===== src/smi_map.vh =====
`ifndef SMI_MAP_VH
`define SMI_MAP_VH
// cycle control codes used by the address and drive logic
`define SMI_CC_W          5
`define SMI_CC_FETCH      5'h00
`define SMI_CC_BRANCH     5'h01
`define SMI_CC_DC_READ    5'h02
`define SMI_CC_IMM_READ   5'h03
`define SMI_CC_DC_WRITE   5'h05
`define SMI_CC_PC1_OUT    5'h06
`define SMI_CC_DC_OUT     5'h09
`define SMI_CC_PCL_OUT    5'h0B
`define SMI_CC_PCL_LOAD   5'h0C
`define SMI_CC_IO_READ    5'h1A
`define SMI_CC_IO_WRITE   5'h1B
`define SMI_CC_PORT_ADDR  5'h1C
// io port numbers
`define SMI_PORT_VEC_HI   8'h0C
`define SMI_PORT_VEC_LO   8'h0D
`define SMI_PORT_INT_CTL  8'h0E
`define SMI_PORT_TIMER    8'h0F
// interrupt vector bit forced by source
`define SMI_VEC_SRC_BIT   7
`define SMI_ZERO_8        8'h00
`define SMI_ZERO_16       16'h0000
`define SMI_INT_CTL_EXT   1
`endif


===== src/smi_sync2.v =====
`timescale 1ns/10ps
// two-stage synchroniser for one asynchronous pin
module smi_sync2 (
  input  wire clk_i,
  input  wire rst_i,
  input  wire ce_i,
  input  wire async_i,
  output wire sync_o
);
  reg meta_ff;
  reg sync_ff;
  // resets high: idle level of the active-low pins it serves
  always @(posedge clk_i) begin
    if (rst_i) begin
      meta_ff <= 1'b1;
      sync_ff <= 1'b1;
    end else if (ce_i) begin
      meta_ff <= async_i;
      sync_ff <= meta_ff;
    end
  end
  assign sync_o = sync_ff;
endmodule // smi_sync2


===== src/smi_pins.v =====
// Behaviour
// - act only from per-cycle control code
// - data lines carry only own registers
// - address from program or data counter
// - address outputs always driven
// - write strobe low commands ram write
// - read strobe high commands ram read
// - external low bus_drive blocks counter output
// - bus_drive line rests high, pulled up
// - bus_drive low except own drive codes
// - falling external interrupt edge requests
// - no request unless priority input low
// - request low: priority low and pending
// - ports 0C/0D hold vector, read/write
// - vector bit7 forced by interrupt source
// - port 0E interrupt control, 0F timer
`timescale 1ns/10ps
`include "smi_map.vh"
module smi_pins (
  input  wire        clk_i,
  input  wire        rst_i,
  input  wire        ce_i,
  input  wire        cycle_start_i,
  input  wire        second_access_i,
  input  wire [4:0]  cycle_control_code_i,
  input  wire [7:0]  shared_byte_lines_i,
  output reg  [7:0]  shared_byte_lines_o,
  output reg         shared_byte_lines_oe_o,
  output reg  [15:0] memory_address_lines_o,
  output reg         ram_write_n_o,
  output reg         cpu_read_o,
  input  wire        bus_drive_control_i,
  output reg         bus_drive_control_o,
  output reg         bus_drive_control_oe_o,
  input  wire        external_interrupt_in_i,
  input  wire        priority_chain_in_n_i,
  input  wire        int_ack_i,
  output reg         int_req_n_o,
  output reg  [7:0]  vector_hi_o,
  output reg  [7:0]  vector_lo_o
);
  // interrupt, priority and drive-line pins pass two flops first
  wire external_interrupt_in_s;
  wire pri_n_s;
  wire bus_drv_s;
  smi_sync2 u_sync_ext (
    .clk_i   (clk_i),
    .rst_i   (rst_i),
    .ce_i    (ce_i),
    .async_i (external_interrupt_in_i),
    .sync_o  (external_interrupt_in_s)
  );
  smi_sync2 u_sync_pri (
    .clk_i   (clk_i),
    .rst_i   (rst_i),
    .ce_i    (ce_i),
    .async_i (priority_chain_in_n_i),
    .sync_o  (pri_n_s)
  );
  smi_sync2 u_sync_drv (
    .clk_i   (clk_i),
    .rst_i   (rst_i),
    .ce_i    (ce_i),
    .async_i (bus_drive_control_i),
    .sync_o  (bus_drv_s)
  );

  // counters and port registers
  reg [15:0] program_counter_ff;
  reg [15:0] backup_program_counter_ff;
  reg [15:0] data_counter_ff;
  reg [7:0]  port_addr_ff;
  reg [7:0]  int_ctl_ff;
  reg [7:0]  timer_ff;
  reg [7:0]  vec_lo_sw_ff;
  reg        ext_prev_ff;
  reg        pending_ff;
  reg [15:0] nxt_addr;
  reg        nxt_wr_n;
  reg        nxt_rd;
  reg        drive_code;
  reg [7:0]  drive_byte;

  // port decode of the latched io address
  wire sel_hi  = (port_addr_ff == `SMI_PORT_VEC_HI);
  wire sel_lo  = (port_addr_ff == `SMI_PORT_VEC_LO);
  wire sel_ctl = (port_addr_ff == `SMI_PORT_INT_CTL);
  wire sel_tmr = (port_addr_ff == `SMI_PORT_TIMER);
  wire own_port = sel_hi | sel_lo | sel_ctl | sel_tmr;
  wire cc_io_wr = (cycle_control_code_i == `SMI_CC_IO_WRITE);
  wire cc_io_rd = (cycle_control_code_i == `SMI_CC_IO_READ);

  // address source, strobes and drive choice, all from the code
  always @* begin
    nxt_addr   = program_counter_ff;
    nxt_wr_n   = 1'b1;
    nxt_rd     = 1'b0;
    drive_code = 1'b0;
    drive_byte = `SMI_ZERO_8;
    case (cycle_control_code_i)
      `SMI_CC_BRANCH, `SMI_CC_IMM_READ, `SMI_CC_PCL_LOAD: begin
        nxt_rd = second_access_i;
      end
      `SMI_CC_DC_READ: begin
        nxt_addr = second_access_i ? data_counter_ff : program_counter_ff;
        nxt_rd   = second_access_i;
      end
      `SMI_CC_DC_WRITE: begin
        nxt_addr = second_access_i ? data_counter_ff : program_counter_ff;
        nxt_wr_n = ~second_access_i;
      end
      `SMI_CC_PC1_OUT: begin
        drive_code = 1'b1;
        drive_byte = backup_program_counter_ff[7:0];
      end
      `SMI_CC_DC_OUT, `SMI_CC_PCL_OUT: begin
        drive_code = 1'b1;
        drive_byte = data_counter_ff[7:0];
      end
      `SMI_CC_IO_READ: begin
        drive_code = own_port;
        if (sel_hi) begin
          drive_byte = vector_hi_o;
        end else if (sel_lo) begin
          drive_byte = vec_lo_sw_ff;
        end else if (sel_ctl) begin
          drive_byte = int_ctl_ff;
        end else begin
          drive_byte = timer_ff;
        end
      end
      default: begin
        nxt_addr = program_counter_ff;
      end
    endcase
  end

  // registered pins; address never floats
  always @(posedge clk_i) begin
    if (rst_i) begin
      memory_address_lines_o <= `SMI_ZERO_16;
      ram_write_n_o          <= 1'b1;
      cpu_read_o             <= 1'b0;
      bus_drive_control_o    <= 1'b0;
      bus_drive_control_oe_o <= 1'b1;
      shared_byte_lines_o    <= `SMI_ZERO_8;
      shared_byte_lines_oe_o <= 1'b0;
    end else if (ce_i) begin
      memory_address_lines_o <= nxt_addr;
      ram_write_n_o          <= nxt_wr_n;
      cpu_read_o             <= nxt_rd;
      // released line rests high via the pull-up outside the core
      bus_drive_control_o    <= 1'b0;
      bus_drive_control_oe_o <= ~drive_code;
      shared_byte_lines_o    <= drive_byte;
      // an outside gate clamping the line wins over our drive
      shared_byte_lines_oe_o <= drive_code & bus_drv_s;
    end
  end

  // of the counters only the program counter moves, once per fetch; data counter keeps its reset value; no ram data taken
  always @(posedge clk_i) begin
    if (rst_i) begin
      program_counter_ff        <= `SMI_ZERO_16;
      backup_program_counter_ff <= `SMI_ZERO_16;
      data_counter_ff           <= `SMI_ZERO_16;
      port_addr_ff              <= `SMI_ZERO_8;
      vector_hi_o               <= `SMI_ZERO_8;
      vector_lo_o               <= `SMI_ZERO_8;
      vec_lo_sw_ff              <= `SMI_ZERO_8;
      int_ctl_ff                <= `SMI_ZERO_8;
      timer_ff                  <= `SMI_ZERO_8;
    end else if (ce_i && cycle_start_i) begin
      if (cycle_control_code_i == `SMI_CC_FETCH) begin
        program_counter_ff <= program_counter_ff + 16'h0001;
      end else if (cycle_control_code_i == `SMI_CC_PORT_ADDR) begin
        port_addr_ff <= shared_byte_lines_i;
      end else if (cc_io_wr && sel_hi) begin
        vector_hi_o <= shared_byte_lines_i;
      end else if (cc_io_wr && sel_lo) begin
        vec_lo_sw_ff <= shared_byte_lines_i;
        // only the external source is modelled, so every write sets its source bit
        vector_lo_o  <= {1'b1, shared_byte_lines_i[`SMI_VEC_SRC_BIT-1:0]};
      end else if (cc_io_wr && sel_ctl) begin
        int_ctl_ff <= shared_byte_lines_i;
      end else if (cc_io_wr && sel_tmr) begin
        timer_ff <= shared_byte_lines_i;
      end else if (cc_io_rd) begin
        backup_program_counter_ff <= backup_program_counter_ff;
      end
    end
  end

  // falling edge latched pending; new edge beats the acknowledge
  always @(posedge clk_i) begin
    if (rst_i) begin
      ext_prev_ff <= 1'b1;
      pending_ff  <= 1'b0;
    end else if (ce_i) begin
      ext_prev_ff <= external_interrupt_in_s;
      if (ext_prev_ff && !external_interrupt_in_s && int_ctl_ff[`SMI_INT_CTL_EXT]) begin
        pending_ff <= 1'b1;
      end else if (int_ack_i) begin
        pending_ff <= 1'b0;
      end
    end
  end

  // request only with priority input low; chain has no output
  always @(posedge clk_i) begin
    if (rst_i) begin
      int_req_n_o <= 1'b1;
    end else if (ce_i) begin
      int_req_n_o <= ~(pending_ff & ~pri_n_s);
    end
  end

endmodule // smi_pins


===== config.mk =====
export PLATFORM = sky130hd
export DESIGN_NAME = smi_pins
export DESIGN_NICKNAME = d
export VERILOG_FILES = /design/src/smi_sync2.v /design/src/smi_pins.v
export VERILOG_INCLUDE_DIRS = /design/src
export SDC_FILE = /design/constraint.sdc
export NUM_CORES = 1
export LEC_CHECK = 0
export BUFFER_PORTS_ARGS = -buffer_cell sky130_fd_sc_hd__buf_2
export CAP_MARGIN = 20
export CORE_MARGIN = 10
export CORE_UTILIZATION = 37
export CTS_CLUSTER_SIZE = 10
export DETAILED_ROUTE_END_ITERATION = 12
export PLACE_DENSITY = 0.56
export SLEW_MARGIN = 20
export SYNTH_ARGS = -nofsm -noshare
export SYNTH_HDL_FRONTEND = slang
export SYNTH_SLANG_ARGS = --single-unit

===== constraint.sdc =====
create_clock -name clk_i -period 2.1 [get_ports clk_i]
set_input_delay 0.42 -clock clk_i [delete_from_list [all_inputs] [get_ports clk_i]]
set_output_delay 0.42 -clock clk_i [all_outputs]
set_load 0.01 [all_outputs]

==> summary.md <==
| Metric | Value |
|---|---|
| Total track usage | 12.9% |
| Yosys top cell by area | dfxtp_1 |
| Cells after synthesis | 446 |
| Main combinational cell family by area after synthesis | simple AND/OR/NAND/NOR gates |
| Crit-path max FO | 7 |
| Drt initial violations | 166 |
| Compound-cell area share of the yosys netlist | 11.6% |
| Row count | 38 |
| Hold Path Class | in -> reg |
| I/O pin cnt | 68 |
| H-Tree Level Count | 3 |
| Core area | 11,000 um2 |
| Fmax | 522 MHz |
| PwrDens | 719 nW/um2 |
| Clk buf depth | 2 |
| Worst hold path startpoint | external_interrupt_in_i |
| Final Setup Violations | 0 |
| Synth top area share | 44.5% |
| Post-Synth XOR/XNOR Area | 1.04% |
| Layout Nets | 529 |
| Max-slew violation count | 0 |
| Grt ovf | 0 |
| Synth Flop Type | dfxtp_1 |
| Worst setup EP type | flip-flop |
| First-pass GRT wire length | 17.0 mm |
| Setup bufs post-CTS | 0 |
| Detail Route Antenna Nets | 0 |
| Max-Cap Viols | 0 |
| Unrepaired setup endpoints after global routing | false |
| Setup Crit Path Kind | reg -> reg |
| Post-synth net total | 469 |
| Clk root buf | clkbuf_16 |
| Vias post-DR | 3,310 |
| Final HPWL DP | 7.50 mm |
| Synth Register Bits | 94 |
| Hold-fix buffers, CTS | 0 |
| R2R setup slack | 0.18 ns |
| Crit path DAT | 2.19 ns |
| Area growth, synth to finish | 18.8% |
| Simple-gate share of the synthesized area | 25.4% |
| Post-synth EDFFs | 0 |
| R2R Path Start | port_addr_ff[6]$_SDFFE_PP0P_ |
| CTS tree | built |
| Die extent in x | 127 um |
| Tcrit/Tclk final | 91.3% |
| IO Port Bufs | 66 |
| Layout cells sized above 1 | 23.7% |
| Worst Reg2Reg Path Length in Cells | 4 |
| Multiplexer share of the synthesized area | 12.1% |
| Routability congestion estimate from global placement | 0.873 |
| Die ar. | 16,100 um2 |
| Synth Area in Adders | 0.296% |
| Clock skew | 0.00849 ns |
| Initial Util | 38.3% |
| VDD IR max | 0.426 mV |
| Synth unique cells | 50 |
| CTS Buf Count | 9 |
| Post-synthesis average cell area | 9.48 um2 |
| CTS sink cnt | 94 |
| Synthesized cell area | 4230 um2 |
| Commonest cells in the netlist | 94 x dfxtp_1, 60 x nand2b_1, 42 x mux2i_1, 28 x a21oi_1, 21 x clkbuf_1 |
| Setup crit start | port_addr_ff[6]$_SDFFE_PP0P_ |
| TritonRoute pass-1 iters | 4 |
| Initial antenna violation count | 1 |
| Vias/cell | 5.08 |
| Hold path cells | 2 |
| Most common cell in the synthesized netlist | dfxtp_1 |
| Area contributors post-synth | dfxtp_1 45%, mux2i_1 9.9%, nand2b_1 8.9% |
| Final min period | 1.92 ns |
| CP required | 2.37 ns |
| CP Launch Type | flip-flop |
| Leakage power | 2.05 nW |
| Worst Tran Pin Value | 1.02 ns |
| Largest net degree at the start of global routing | 60 |
| Fin. Hold Viols | 0 |
| Chip height | 127 um |
| Sequential area share after synthesis | 44.5% |
| Post-synthesis async set-or-reset flop share | 0% |
| Status | complete, no violations |
| TNS Setup | 0 ns |
| Rel. slew slack | 31.2% |
| DRC | 0 |
| ANT cells | 0 |
| WL/cell | 15.9 um |
| Vias in the first global route | 3,277 |
| Clock transition at path regs | 0.07 ns |
| WL final | 10.4 mm |
| Synth warnings | 0 |
| Clock latency on the worst-skew pair | 0.35 ns |
| Fin Hold WS | 0.277 ns |
-- cell usage in the layout, fill, tap and decap left out, types with 9 or more instances in the layout --
master and n:
a211o_1 9, a21oi_1 28, buf_2 66, buf_4 21
clkbuf_16 9, dfxtp_1 94, mux2i_1 42, nand2_1 19
nand2b_1 60, nand3_1 20, nor2_1 17, nor2b_1 11
o21ai_0 11, o31ai_1 9, or4_1 9
-- logic make-up after synthesis --
group,count (synthesis)
multiplexers,50
buffers and inverters,43
AO/OA/AOI/OAI,77
flip-flops,94
adder cells (fa/ha/maj),1
other,1
AND/OR/NAND/NOR,175
XOR/XNOR,5
-- per-stage QoR --
| step | power (mW) | worst slack [ns] | cell area, um2 | std cells | utilization (%) |
|---|---|---|---|---|---|
| finish | 3.61 | 0.183 | 5020 | 651 | 45.5 |
| global route | 3.73 | 0.0415 | 5020 | 651 | 45.5 |
| CTS | 3.66 | 0.131 | 5010 | 651 | 45.5 |
| detailed placement | 2.01 | 0.0162 | 4710 | 635 | 42.7 |
| global placement | 2.01 | 0.0382 | 4710 | 635 | 42.7 |
| floorplan | 1.95 | 0.280 | 4230 | 446 | - |
-- power by group --
group | switching, mW | internal (mW) | total (mW) | leakage (nW)
logic | 0.0979 | 0.0708 | 0.169 | 1.16
registers | 0.00571 | 1.79 | 1.80 | 0.759
clock network | 0.718 | 0.924 | 1.64 | 0.134
-- cell type report --
type / instances / area, um2
clock buffers: 9 / 225
clock inverters: 7 / 73.8
fillers: 1091 / 6010
inverters: 4 / 15.0
multi-input cells: 309 / 2140
flip-flops and latches: 94 / 1880
well taps: 140 / 175
repair buffers: 88 / 508
-- state kept, by name (all words and copies together), names as in the netlist, 8 cells and up --
| name | cells |
|---|---|
| vector_hi_o | 8 |
| vector_lo_o | 8 |
| port_addr_ff | 8 |
| shared_byte_lines_o | 8 |
| memory_address_lines_o | 16 |
| int_ctl_ff | 8 |
| timer_ff | 8 |
| program_counter_ff | 16 |
-- layer usage --
metal | global-route usage (%) | part of all wire [%] | up-vias
met5 | 0 | 0.097 | -
met4 | 5.02 | 1.7 | 2
met3 | 4.37 | 5.3 | 16
met2 | 19.1 | 44 | 63
met1 | 16.8 | 49 | 1542
li1 | - | - | 1687
-- what timing repair did --
item,in CTS,in global routing
gates resized for setup,0,1
endpoints found under the setup margin,0,2
endpoints found under the hold margin,0,0
-- critical path: stages (launching register included) --
cell	delay, ns
dfxtp_1	0.32
or2_2	0.30
nor3_1	0.83
o22ai_1	0.19
o21ai_0	0.20
-- path summary, 6_finish.rpt --
kind,end
worst min register to register,shared_byte_lines_o[2]$_SDFFE_PP0P_
worst max-delay path,shared_byte_lines_o[6]$_SDFFE_PP0P_
worst min-delay path,u_sync_ext.meta_ff$_SDFFE_PP1P_
worst max register to register,shared_byte_lines_o[6]$_SDFFE_PP0P_
Note: power is estimated with default switching activity, not from simulation.
